--- src/include/phy_regs_pkg.sv ---
package phy_regs_pkg;

    // ----------------------------------------
    // Bus
    // ----------------------------------------
    localparam int DATA_W = 32;
    localparam int ADDR_W = 32;
    localparam logic [1:0] HTRANS_NONSEQ = 2'h2;
    localparam logic HRESP_OKAY = 1'h0;

    // ----------------------------------------
    // Register indices, byte address is 4x
    // ----------------------------------------
    localparam logic [5:0] IDX_CAPS = 6'h03;
    localparam logic [5:0] IDX_NODE = 6'h04;
    localparam logic [5:0] IDX_FLAGS = 6'h05;
    localparam logic [5:0] IDX_EVT_STATUS = 6'h10;
    localparam logic [5:0] IDX_EVT_CLEAR = 6'h11;
    localparam logic [5:0] IDX_EVT_ENABLE = 6'h12;
    localparam logic [5:0] IDX_SELF_ID = 6'h13;

    // ----------------------------------------
    // Field positions
    // ----------------------------------------
    localparam int SPEED_LSB = 5;
    localparam int DELAY_LSB = 0;
    localparam int LINK_ACTIVE_BIT = 7;
    localparam int CONTENDER_BIT = 6;
    localparam int JITTER_LSB = 3;
    localparam int PWR_CLASS_LSB = 0;
    localparam int RESUME_IE_BIT = 7;
    localparam int SHORT_RST_BIT = 6;
    localparam int CFG_TO_BIT = 5;
    localparam int CABLE_PWR_BIT = 4;
    localparam int STATE_TO_BIT = 3;
    localparam int PORT_EVT_BIT = 2;
    localparam int SID_LINK_BIT = 9;
    localparam int SID_CONT_BIT = 20;
    localparam int SID_PWR_LSB = 21;

    // ----------------------------------------
    // Fixed codes and reset values
    // ----------------------------------------
    localparam logic [2:0] SPEED_CODE = 3'h2;
    localparam logic [3:0] DELAY_CODE = 4'h0;
    localparam logic [2:0] JITTER_CODE = 3'h0;
    localparam logic LINK_ACTIVE_RST = 1'h1;
    localparam logic RESUME_IE_RST = 1'h0;
    localparam logic CABLE_PWR_RST = 1'h1;
    localparam logic FLAG_RST = 1'h0;

    // ----------------------------------------
    // Event status bits
    // ----------------------------------------
    localparam int EV_CFG_TO = 0;
    localparam int EV_CABLE = 1;
    localparam int EV_STATE_TO = 2;
    localparam int EV_PORT = 3;
    localparam int EV_BUS_RST = 4;
    localparam int EV_W = 5;

    // ----------------------------------------
    // Timing
    // ----------------------------------------
    localparam int CLK_PERIOD_NS = 4;
    // Short reset 1.30 us
    localparam int SHORT_RESET_NS = 1300;
    localparam int LONG_RESET_US = 166;
    localparam int SHORT_RESET_CYC =
        (SHORT_RESET_NS + CLK_PERIOD_NS - 1) / CLK_PERIOD_NS;
    localparam int LONG_RESET_CYC =
        (LONG_RESET_US * 1000 + CLK_PERIOD_NS - 1) / CLK_PERIOD_NS;
    localparam int RST_CNT_W = 16;

    typedef enum logic [1:0]
    {
        RS_IDLE = 2'h1,
        RS_RUN = 2'h2
    } rst_state_e;

endpackage

--- src/include/bus_reset_if.sv ---
`timescale 1ns/100ps
interface bus_reset_if;
    logic start;
    logic isShort;
    logic active;
    logic done;

    modport ctl
    (
        output start,
        output isShort,
        input active,
        input done
    );

    modport tmr
    (
        input start,
        input isShort,
        output active,
        output done
    );
endinterface

--- src/design/phy_base_regs.sv ---
`timescale 1ns/100ps
module phy_base_regs
#(
    parameter int LONG_RESET_CYCLES = phy_regs_pkg::LONG_RESET_CYC
)
(
    input wire logic clk,
    input wire logic sysRst,
    input wire logic hsel,
    input wire logic [phy_regs_pkg::ADDR_W-1:0] haddr,
    input wire logic [1:0] htrans,
    input wire logic hwrite,
    input wire logic [2:0] hsize,
    input wire logic [phy_regs_pkg::DATA_W-1:0] hwdata,
    input wire logic hready,
    output logic hreadyout,
    output logic [phy_regs_pkg::DATA_W-1:0] hrdata,
    output logic hresp,
    input wire logic linkPowerStatus,
    input wire logic contenderLinkOnIn,
    output logic contenderLinkOnOut,
    output logic contenderLinkOnOe,
    input wire logic [2:0] powerClassPins,
    input wire logic cablePowerSense,
    input wire logic resumeStart,
    input wire logic cfgTimeoutEvent,
    input wire logic stateTimeoutEvent,
    input wire logic resetOpportunity,
    input wire logic legacyNodePresent,
    output logic linkIfEnable,
    output logic selfIdLinkActive,
    output logic selfIdContender,
    output logic [2:0] selfIdPowerClass,
    output logic busResetActive,
    output logic busResetShort,
    output logic irq
);
    import phy_regs_pkg::*;

    // ----------------------------------------
    // Declarations
    // ----------------------------------------
    function automatic logic isReg
    (
        input logic [7:0] addr,
        input logic [5:0] idx
    );
        isReg = (addr == {idx, 2'h0});
    endfunction

    logic addrPhase, hreadyout_ff, nxt_hreadyout;
    logic [DATA_W-1:0] hrdata_ff, nxt_hrdata, readWord;
    logic wrPend_ff, nxt_wrPend, rdPend_ff, nxt_rdPend;
    logic [7:0] wrAddr_ff, nxt_wrAddr, rdAddr_ff, nxt_rdAddr;
    logic wrNode, wrFlags, wrClear, wrEnable;
    logic linkActive_ff, nxt_linkActive, contender_ff, nxt_contender;
    logic [2:0] powerClass_ff, nxt_powerClass;
    logic resumeIe_ff, nxt_resumeIe, shortReq_ff, nxt_shortReq;
    logic cfgTo_ff, nxt_cfgTo, cablePwr_ff, nxt_cablePwr;
    logic stateTo_ff, nxt_stateTo, portEvt_ff, nxt_portEvt;
    logic cablePrev_ff, nxt_cablePrev, cableDrop, portSet;
    logic rstStart_ff, nxt_rstStart, rstShort_ff, nxt_rstShort, startNow;
    logic [EV_W-1:0] evtStatus_ff, nxt_evtStatus, evtEnable_ff, nxt_evtEnable;
    logic [EV_W-1:0] evtSrc, clrMask;
    logic linkOnReq, pinsLinkIf_ff, pinsSidLink_ff, pinsSidCont_ff;
    logic pinsLinkOn_ff, pinsBrActive_ff, pinsIrq_ff;
    logic [2:0] pinsSidPwr_ff;

    bus_reset_if brIf();

    bus_reset_timer
    #(
        .LONG_CYCLES(LONG_RESET_CYCLES)
    )
    u_timer
    (
        .clk(clk),
        .sysRst(sysRst),
        .br(brIf)
    );

    // ----------------------------------------
    // Bus slave
    // ----------------------------------------
    // Reads take one wait state so a write just before is visible
    assign addrPhase = hsel && hready && htrans[1];

    always_comb
    begin
        nxt_wrPend = 1'b0;
        nxt_rdPend = 1'b0;
        nxt_wrAddr = wrAddr_ff;
        nxt_rdAddr = rdAddr_ff;
        nxt_hreadyout = 1'b1;
        nxt_hrdata = hrdata_ff;
        if (addrPhase)
        begin
            nxt_wrPend = hwrite;
            nxt_rdPend = !hwrite;
            nxt_wrAddr = haddr[7:0];
            nxt_rdAddr = haddr[7:0];
            nxt_hreadyout = hwrite;
        end
        if (rdPend_ff)
        begin
            nxt_hrdata = readWord;
        end
        if (sysRst)
        begin
            nxt_wrPend = 1'b0;
            nxt_rdPend = 1'b0;
            nxt_wrAddr = '0;
            nxt_rdAddr = '0;
            nxt_hreadyout = 1'b1;
            nxt_hrdata = '0;
        end
    end

    always_ff @(posedge clk)
    begin
        wrPend_ff <= nxt_wrPend;
        rdPend_ff <= nxt_rdPend;
        wrAddr_ff <= nxt_wrAddr;
        rdAddr_ff <= nxt_rdAddr;
        hreadyout_ff <= nxt_hreadyout;
        hrdata_ff <= nxt_hrdata;
    end

    assign wrNode = wrPend_ff && isReg(wrAddr_ff, IDX_NODE);
    assign wrFlags = wrPend_ff && isReg(wrAddr_ff, IDX_FLAGS);
    assign wrClear = wrPend_ff && isReg(wrAddr_ff, IDX_EVT_CLEAR);
    assign wrEnable = wrPend_ff && isReg(wrAddr_ff, IDX_EVT_ENABLE);

    always_comb
    begin
        readWord = '0;
        if (isReg(rdAddr_ff, IDX_CAPS))
        begin
            readWord[SPEED_LSB +: 3] = SPEED_CODE;
            readWord[DELAY_LSB +: 4] = DELAY_CODE;
        end
        if (isReg(rdAddr_ff, IDX_NODE))
        begin
            readWord[LINK_ACTIVE_BIT] = linkActive_ff;
            readWord[CONTENDER_BIT] = contender_ff;
            readWord[JITTER_LSB +: 3] = JITTER_CODE;
            readWord[PWR_CLASS_LSB +: 3] = powerClass_ff;
        end
        if (isReg(rdAddr_ff, IDX_FLAGS))
        begin
            readWord[RESUME_IE_BIT] = resumeIe_ff;
            readWord[SHORT_RST_BIT] = shortReq_ff;
            readWord[CFG_TO_BIT] = cfgTo_ff;
            readWord[CABLE_PWR_BIT] = cablePwr_ff;
            readWord[STATE_TO_BIT] = stateTo_ff;
            readWord[PORT_EVT_BIT] = portEvt_ff;
        end
        if (isReg(rdAddr_ff, IDX_EVT_STATUS))
        begin
            readWord[EV_W-1:0] = evtStatus_ff;
        end
        if (isReg(rdAddr_ff, IDX_EVT_ENABLE))
        begin
            readWord[EV_W-1:0] = evtEnable_ff;
        end
        if (isReg(rdAddr_ff, IDX_SELF_ID))
        begin
            readWord[SID_LINK_BIT] = pinsSidLink_ff;
            readWord[SID_CONT_BIT] = pinsSidCont_ff;
            readWord[SID_PWR_LSB +: 3] = pinsSidPwr_ff;
        end
    end

    // ----------------------------------------
    // Base register fields
    // ----------------------------------------
    assign cableDrop = cablePrev_ff && !cablePowerSense;
    // resume sets port event only when enabled
    assign portSet = resumeStart && resumeIe_ff;

    always_comb
    begin
        nxt_linkActive = linkActive_ff;
        nxt_contender = contender_ff;
        nxt_powerClass = powerClass_ff;
        nxt_resumeIe = resumeIe_ff;
        nxt_shortReq = shortReq_ff;
        nxt_cablePrev = cablePowerSense;
        if (wrNode)
        begin
            nxt_linkActive = hwdata[LINK_ACTIVE_BIT];
            nxt_contender = hwdata[CONTENDER_BIT];
            nxt_powerClass = hwdata[PWR_CLASS_LSB +: 3];
        end
        // a bus reset start drops the request; a flags write in the same cycle wins
        if (startNow)
        begin
            nxt_shortReq = 1'b0;
        end
        if (wrFlags)
        begin
            nxt_resumeIe = hwdata[RESUME_IE_BIT];
            nxt_shortReq = hwdata[SHORT_RST_BIT];
        end
        nxt_cfgTo = (cfgTo_ff && !(wrFlags && hwdata[CFG_TO_BIT]))
            || cfgTimeoutEvent;
        nxt_cablePwr = (cablePwr_ff && !(wrFlags && hwdata[CABLE_PWR_BIT]))
            || cableDrop;
        nxt_stateTo = (stateTo_ff && !(wrFlags && hwdata[STATE_TO_BIT]))
            || stateTimeoutEvent;
        nxt_portEvt = (portEvt_ff && !(wrFlags && hwdata[PORT_EVT_BIT]))
            || portSet;
        if (sysRst)
        begin
            // link-active set on hardware reset only
            nxt_linkActive = LINK_ACTIVE_RST;
            nxt_contender = contenderLinkOnIn;
            // power class strap caught during reset
            nxt_powerClass = powerClassPins;
            nxt_resumeIe = RESUME_IE_RST;
            nxt_shortReq = FLAG_RST;
            nxt_cfgTo = FLAG_RST;
            nxt_cablePwr = CABLE_PWR_RST;
            nxt_stateTo = FLAG_RST;
            nxt_portEvt = FLAG_RST;
        end
    end

    always_ff @(posedge clk)
    begin
        linkActive_ff <= nxt_linkActive;
        contender_ff <= nxt_contender;
        powerClass_ff <= nxt_powerClass;
        resumeIe_ff <= nxt_resumeIe;
        shortReq_ff <= nxt_shortReq;
        cfgTo_ff <= nxt_cfgTo;
        cablePwr_ff <= nxt_cablePwr;
        stateTo_ff <= nxt_stateTo;
        portEvt_ff <= nxt_portEvt;
        cablePrev_ff <= nxt_cablePrev;
    end

    // ----------------------------------------
    // Bus reset launch
    // ----------------------------------------
    // A timeout during a running reset is not queued: it is moot
    // state timeout launches a bus reset
    // timeouts arrive from the arbitration logic
    assign startNow = !rstStart_ff && !brIf.active
        && (stateTimeoutEvent || (shortReq_ff && resetOpportunity));

    always_comb
    begin
        nxt_rstStart = startNow;
        nxt_rstShort = rstShort_ff;
        if (startNow)
        begin
            // legacy node turns short into long
            nxt_rstShort = !stateTimeoutEvent && !legacyNodePresent;
        end
        if (sysRst)
        begin
            nxt_rstStart = 1'b0;
            nxt_rstShort = 1'b0;
        end
    end

    always_ff @(posedge clk)
    begin
        rstStart_ff <= nxt_rstStart;
        rstShort_ff <= nxt_rstShort;
    end

    assign brIf.start = rstStart_ff;
    assign brIf.isShort = rstShort_ff;

    // ----------------------------------------
    // Event status and interrupt
    // ----------------------------------------
    always_comb
    begin
        evtSrc = '0;
        evtSrc[EV_CFG_TO] = cfgTimeoutEvent;
        evtSrc[EV_CABLE] = cableDrop;
        evtSrc[EV_STATE_TO] = stateTimeoutEvent;
        evtSrc[EV_PORT] = portSet;
        evtSrc[EV_BUS_RST] = brIf.done;
        clrMask = wrClear ? hwdata[EV_W-1:0] : '0;
        // a new event beats a clear
        nxt_evtStatus = (evtStatus_ff & ~clrMask) | evtSrc;
        nxt_evtEnable = wrEnable ? hwdata[EV_W-1:0] : evtEnable_ff;
        if (sysRst)
        begin
            nxt_evtStatus = '0;
            nxt_evtEnable = '0;
        end
    end

    always_ff @(posedge clk)
    begin
        evtStatus_ff <= nxt_evtStatus;
        evtEnable_ff <= nxt_evtEnable;
    end

    // ----------------------------------------
    // Pins and self-ID bits
    // ----------------------------------------
    // port event wakes regardless of enable
    assign linkOnReq = !linkPowerStatus && (portEvt_ff
        || (resumeIe_ff && (cfgTo_ff || cablePwr_ff || stateTo_ff)));

    always_ff @(posedge clk)
    begin
        if (sysRst)
        begin
            pinsLinkIf_ff <= 1'b0;
            pinsSidLink_ff <= 1'b0;
            pinsSidCont_ff <= 1'b0;
            pinsSidPwr_ff <= '0;
            pinsLinkOn_ff <= 1'b0;
            pinsBrActive_ff <= 1'b0;
            pinsIrq_ff <= 1'b0;
        end
        else
        begin
            // link side follows power status only
            pinsLinkIf_ff <= linkPowerStatus;
            pinsSidLink_ff <= linkActive_ff && linkPowerStatus;
            pinsSidCont_ff <= contender_ff;
            pinsSidPwr_ff <= powerClass_ff;
            pinsLinkOn_ff <= linkOnReq;
            pinsBrActive_ff <= brIf.active;
            pinsIrq_ff <= |(evtStatus_ff & evtEnable_ff);
        end
    end

    assign hreadyout = hreadyout_ff;
    assign hrdata = hrdata_ff;
    assign hresp = HRESP_OKAY;
    assign linkIfEnable = pinsLinkIf_ff;
    assign selfIdLinkActive = pinsSidLink_ff;
    assign selfIdContender = pinsSidCont_ff;
    assign selfIdPowerClass = pinsSidPwr_ff;
    // Pin is an input strap until a wakeup drives it high
    assign contenderLinkOnOut = pinsLinkOn_ff;
    assign contenderLinkOnOe = pinsLinkOn_ff;
    assign busResetActive = pinsBrActive_ff;
    assign busResetShort = rstShort_ff;
    assign irq = pinsIrq_ff;
endmodule

--- src/design/bus_reset_timer.sv ---
`timescale 1ns/100ps
module bus_reset_timer
#(
    parameter int LONG_CYCLES = phy_regs_pkg::LONG_RESET_CYC
)
(
    input wire logic clk,
    input wire logic sysRst,
    bus_reset_if.tmr br
);
    import phy_regs_pkg::*;

    localparam logic [RST_CNT_W-1:0] SHORT_CNT =
        RST_CNT_W'(SHORT_RESET_CYC);
    localparam logic [RST_CNT_W-1:0] LONG_CNT = RST_CNT_W'(LONG_CYCLES);

    rst_state_e state_ff;
    rst_state_e nxt_state;
    logic [RST_CNT_W-1:0] cnt_ff;
    logic [RST_CNT_W-1:0] nxt_cnt;
    logic done_ff;
    logic nxt_done;

    always_comb
    begin
        nxt_state = state_ff;
        nxt_cnt = cnt_ff;
        nxt_done = 1'b0;
        unique case (state_ff)
            RS_IDLE:
            begin
                if (br.start)
                begin
                    nxt_state = RS_RUN;
                    nxt_cnt = br.isShort ? SHORT_CNT : LONG_CNT;
                end
            end
            RS_RUN:
            begin
                if (cnt_ff == RST_CNT_W'(1))
                begin
                    nxt_state = RS_IDLE;
                    nxt_done = 1'b1;
                end
                else
                begin
                    nxt_cnt = cnt_ff - RST_CNT_W'(1);
                end
            end
            default:
            begin
                nxt_state = RS_IDLE;
            end
        endcase
        if (sysRst)
        begin
            nxt_state = RS_IDLE;
            nxt_cnt = '0;
            nxt_done = 1'b0;
        end
    end

    always_ff @(posedge clk)
    begin
        state_ff <= nxt_state;
        cnt_ff <= nxt_cnt;
        done_ff <= nxt_done;
    end

    assign br.active = (state_ff == RS_RUN);
    assign br.done = done_ff;
endmodule

--- config.mk ---
export PLATFORM = sky130hd
export DESIGN_NAME = phy_base_regs
export DESIGN_NICKNAME = d
export VERILOG_FILES = /design/src/include/phy_regs_pkg.sv /design/src/include/bus_reset_if.sv /design/src/design/phy_base_regs.sv /design/src/design/bus_reset_timer.sv
export SDC_FILE = /design/constraint.sdc
export NUM_CORES = 1
export LEC_CHECK = 0
export BUFFER_PORTS_ARGS = -buffer_cell sky130_fd_sc_hd__buf_2
export CORE_UTILIZATION = 40
export DETAILED_ROUTE_END_ITERATION = 10
export PLACE_DENSITY = 0.81
export SKIP_LAST_GASP = 1
export SLEW_MARGIN = 20
export SYNTH_ARGS = -nofsm -noshare
export SYNTH_HDL_FRONTEND = slang
export SYNTH_SLANG_ARGS = --single-unit
--- constraint.sdc ---
create_clock -name clk -period 1.8 [get_ports clk]
set_clock_uncertainty 0.15 [all_clocks]
set_input_delay 0.09 -clock clk [delete_from_list [all_inputs] [get_ports clk]]
set_output_delay 0.09 -clock clk [all_outputs]
set_load 0.005 [all_outputs]
**Yosys cells after proc, flatten, opt, wreduce, memory -nomap -nowiden**

Cells that the tools add are included.

- RAM bits: 0
- Memories kept: 0
- Output and inout bits: 45
- Latch bits: 0
- Flip-flop bits (word level): 76
- Memory bits (read-only): 0

- $add $sub $neg: 1
- Equal/unequal tests: 13
- Magnitude comparators: 0
- Div/mod/pow operators: 0
- Shifts and indexed selects: 0
- Muxes and demuxes: 22
- Reductions and logical operators: 50
- Bitwise operators: 6
- Multipliers: 0

Operator list:

| kind | count |
|---|---|
| $mux 16 | 3 |
| $eq 8x7->1 const B | 4 |
| $pmux 16 s2 | 1 |
| $logic_and 1x1->1 | 23 |
| $eq 16x1->1 const B | 1 |
| $eq 8x5->1 const B | 2 |
| $sub 16x1->16 const B | 1 |
| $mux 5 | 3 |
| $logic_not 1->1 | 11 |
| $and 5x5->5 | 2 |
| $eq 8x4->1 const B | 1 |
| $logic_or 1x1->1 | 8 |
| $mux 8 | 1 |
| $mux 1 | 6 |
| $mux 2 | 3 |
| $mux 3 | 2 |
| $mux 6 | 1 |
| $reduce_bool 2->1 | 3 |
| $not 5->5 | 1 |
| $or 5x5->5 | 1 |
| $reduce_or 5->1 | 1 |
| $mux 4 | 1 |
| $ne 2x2->1 const B | 2 |
| $pmux 2 s2 | 1 |
| 7 further kinds | 9 |

**Logic depth before layout (Yosys ltp)**

- Depth after elaboration: 6
- Mapped depth: 7
- Mapped depth without buffers: 7

**Hierarchy**

From an unflattened synthesis, not the netlist that was laid out.

- Cell total of the unflattened synthesis: 380
- Area, all modules: 3449.6 µm²

By module, submodules not included:

| module | cells an instance | area each (µm²) | times used |
|---|---|---|---|
| phy_base_regs | 256 | 2407.3 | 1 |
| bus_reset_timer | 124 | 1042.2 | 1 |

**Worst setup path after synthesis**

Ideal clock, no wire load.

- Path kind: reg-to-reg
- Start: register u_timer.cnt_ff[0]
- End: register u_timer.cnt_ff[14]
- Cell stages (with the launch flop): 7
- Clock period less this slack: 1.939 ns
- Slack: -0.139 ns
- Setup time: 0.120 ns
- Buffers on the path: 0
- Arrival: 1.669 ns
- Cells stage by stage: dfxtp_1 > ha_1 > or4b_2 > o311ai_1 > nor4b_1 > xnor2_1 > nor2_1

- Word-level cells in the longest chain between the ends: 3
- Elaborated cells on any way between the ends: 6
- Classes of those cells: add/sub: 1; eq/ne: 2; mux: 2; reduce/logical: 1

Ends and longest elaborated chain:

| what | line | text |
|---|---|---|
| start, declared | bus_reset_timer.sv:19 | `logic [RST_CNT_W-1:0] cnt_ff;` |
| start signal, assigned | bus_reset_timer.sv:66 | `cnt_ff <= nxt_cnt;` |
| $sub 16x1->16 or $eq 16x1->1 (tied branches) | bus_reset_timer.sv:47, bus_reset_timer.sv:40 |  |
| $mux 16 or $ne 2x2->1 (tied branches) | -- |  |
| $pmux 16 s2 or $reduce_and 3->1 (tied branches) | -- |  |

Parallel ways exist; a longest one is shown, timed or not. The select of a mux whose other input is x is not followed.
A chain may end at the register's enable or synchronous reset.

==> metrics.md <==
| Metric | Value |
|---|---|
| Status | `finished, violations left` |
| Violated checks | `negative setup slack` |
| Commonest cells post-synth | `72 x dfxtp_1, 44 x nand2_1, 40 x a21oi_1` |
| Clock latency on the worst-skew pair | `0.36 ns` |
| Share of layout cells above drive strength 1 | `0.3667` |
| Top post-synthesis cells by area | `dfxtp_1 43%, a21oi_1 5.9%, nand2_1 4.9%` |
| Worst-Margin Slew | `0.5204 ns` |
| Post-synth EDFFs | `4` |
| Sink Count | `76` |
| Hold WC Path Type | `input port to register` |
| CP dominant cell by count | `buf_6` |
| TritonCTS clock tree | `yes` |
| Dpl cells | `580` |
| # setup viols final | `22` |
| Hold endpoint | `busResetActive$_SDFF_PP0_` |
| All-Layer GR Usage | `0.2161` |
| Routed wire per std cell | `15.28 um` |
| Largest fanout on the critical path | `5` |
| Yosys warns | `0` |
| Reg2reg path depth | `7` |
| Yosys top cell by area | `dfxtp_1` |
| Final Max Tran Viols | `0` |
| PortBufs | `57` |
| Fin. Hold Viols | `0` |
| Vias | `3392` |
| Reg2reg start | `rdAddr_ff[7]$_SDFFE_PP0P_` |
| Critical path's top delay family | `simple AND/OR/NAND/NOR gates` |
| Drt initial violations | `217` |
| Synth Flop Type | `dfxtp_1` |
| DIE WIDTH | `93.75 um` |
| Htree depth | `3` |
| Clock buffer count from CTS | `9` |
| Initial antenna violation count | `0` |
| Sequential fraction of the synthesis area | `0.4638` |
| Synth Area per Inst | `8.700 um2` |
| Max VDD drop | `0.7491 mV` |
| Die Span Y | `93.75 um` |
| WP data required | `1.94 ns` |
| HPWL Detailed | `6.113 mm` |
| PwrDens | `765.7 nW/um2` |
| CP startpoint | `rdAddr_ff[7]$_SDFFE_PP0P_` |
| Critical hold path startpoint | `sysRst` |
| DRT Wirelength | `9.686 mm` |
| Fin crit share | `1.069` |
| Synthesized flop and latch total | `76` |
| Min cycle time layout | `1.924 ns` |
| Largest net degree at the start of global routing | `24` |
| Slew margin rel. | `0.6526` |
| Clock buffer depth | `2` |
| Layout fillers | `647` |
| Max Cap Viol | `0` |
| Post-route DRC | `0` |
| Gate Count Post-Synth | `387` |
| Vias in the first global route | `3161` |
| Drt pass-1 iters | `5` |
| Register area | `1569 um2` |
| Total Power | `3754 uW` |
| Initial core utilization | `0.4118` |
| Critical Path Source Type | `register` |
| Setup ws final | `-0.1235 ns` |
| Die Area | `8788 um2` |
| Leak | `0.002064 uW` |
| Root buffer cell | `clkbuf_8` |
| Io pins | `130` |
| Hold Path Stages | `2` |
| Fmax achieved | `519.9 MHz` |
| Reg-to-Reg End | `resumeIe_ff$_SDFFE_PP0N_` |
| Mapped cell area | `3367 um2` |
| WP data arrival | `2.06 ns` |
| Area Growth Syn to Fin | `45.63%` |
| First-pass GRT wire length | `14.68 mm` |
| Core area | `8175 um2` |
| Slowest library cell on the worst path | `or4b_4` |
| Synth top area share | `0.4281` |
| NumNets Final | `611` |
| Top-count cell post-synth | `dfxtp_1` |
| Antenna-violating nets left | `0` |
| CTS clk-pin slew, worst paths | `0.10 ns` |
| Final Wtd Congestion | `0.9144` |
| Total grt overflow | `0` |
| Critical path cell sequence | `or4b_4 -> nor3_4 -> buf_12 -> buf_6 -> buf_6 -> nand3_1 -> a21oi_1` |
| Post-Layout Cell Count | `634` |
| Worst path buffer plus inverter count | `3` |
| # diodes | `0` |
| Distinct cells, synth | `55` |
| Vias per cell | `5.350` |
| Row count | `33` |
| Area of the multi-input gates | `1897 um2` |
| RSZ-0062 raised after global routing | `true` |
| Setup CP Type | `register to register` |
| Largest stage delay on the critical path | `0.57 ns` |
| FFs w/ async S/R, synth | `0` |
| FF-to-FF setup slack | `-0.12 ns` |
| Crit. End Element | `register` |
## layout make-up
cell class / instances / area share
Sequential cell: 76 / 0.3200
Clock inverter: 6 / 0.01072
Inverter: 15 / 0.01199
Timing Repair Buffer: 142 / 0.2133
Tap cell: 105 / 0.02679
Multi-Input combinational cell: 280 / 0.3868
Clock buffer: 10 / 0.03036
## timing repair
item | CTS | global route
pin swaps | 16 | 29
setup endpoints to repair | 33 | 50
resized for setup | 27 | 50
cloned | 0 | 0
setup buffers | 5 | 6
hold buffers | 27 | 0
hold endpoints to repair | 36 | 0
## sequential cells by signal, indices dropped and copies added, names as in the netlist, 2 cells and up
register and cells:
hrdata 13, selfIdPowerClass 3, evtStatus_ff 5, u_timer.cnt_ff 16
u_timer.state_ff 2, evtEnable_ff 5, powerClass_ff 3, rdAddr_ff 8
## layout by cell type, fill, tap and decap left out, drive strengths merged, types with 3 or more instances in the layout
master,n
and3,5
a21oi,40
mux2i,8
a2bb2oi,4
a2111oi,3
dfxtp,72
nand3,11
nor2,35
or3,7
nand2b,6
dlygate4sd3,27
nand2,44
nor4,3
clkbuf,10
clkinv,3
conb,20
edfxtp,4
a31oi,4
nor2b,12
xnor2,7
o31ai,3
nor3,12
buf,115
inv,18
o21ai,24
and2,3
## worst register-to-register path: stages, from the launching register on
cell and delay (ns):
dfxtp_2 0.33, or4b_4 0.57, nor3_4 0.22, buf_12 0.15
buf_6 0.11, buf_6 0.09, nand3_1 0.07, a21oi_1 0.15
## how the worst max path moves through the flow
stage                                 endpoint  slack (ns)  cells past startpoint
2_1_floorplan  u_timer.cnt_ff[15]$_SDFFE_PP0P_       -0.02                      5
3_3_place_gp    u_timer.cnt_ff[9]$_SDFFE_PP0P_       -0.11                      8
3_5_place_dp    u_timer.cnt_ff[9]$_SDFFE_PP0P_       -0.14                      8
4_1_cts                 hrdata[6]$_SDFFE_PP0P_       -0.11                      5
5_1_grt                    cfgTo_ff$_SDFF_PP0_       -0.19                      7
6_report              resumeIe_ff$_SDFFE_PP0N_       -0.12                      7
## power breakdown
group / internal (uW) / switching, uW / leakage, uW
logic: 318 / 304 / 0.00133
registers: 1760 / 52.6 / 0.000629
clock network: 607 / 717 / 0.000104
## kinds of logic after synthesis
family,after synthesis,share of synthesized area
and+or+nand+nor,149,0.2315
DFF,76,0.4638
AOI/OAI and AO/OA,92,0.1687
other,1,0.001114
adders and majority gates,2,0.007431
buffers and inverters,50,0.07952
xor gates and xnor gates,8,0.02081
muxes,9,0.02713
## through the flow
stage | instance area, um2 | worst slack [ns] | setup TNS [ns] | hold WS, ns | util
finish | 4903 | -0.1235 | -1.320 | 0.01938 | 0.5998
global route | 4903 | -0.1907 | -3.002 | 0.03814 | 0.5998
CTS | 4676 | -0.1086 | -0.8303 | 0.01361 | 0.5719
detailed placement | 4038 | -0.1446 | -1.931 | 0.06196 | 0.4939
global placement | 4038 | -0.1100 | -1.257 | 0.06193 | 0.4939
floorplan | 3467 | -0.02216 | -0.06819 | -0.03228 | -
## metal layers
| layer | part of all wire | GRT usage |
|---|---|---|
| met1 | 0.40 | 0.2550 |
| met2 | 0.50 | 0.3583 |
| met3 | 0.057 | 0.04207 |
| met4 | 0.034 | 0.1359 |
| met5 | 0 | 0 |
(Power assumes the default switching activity.)
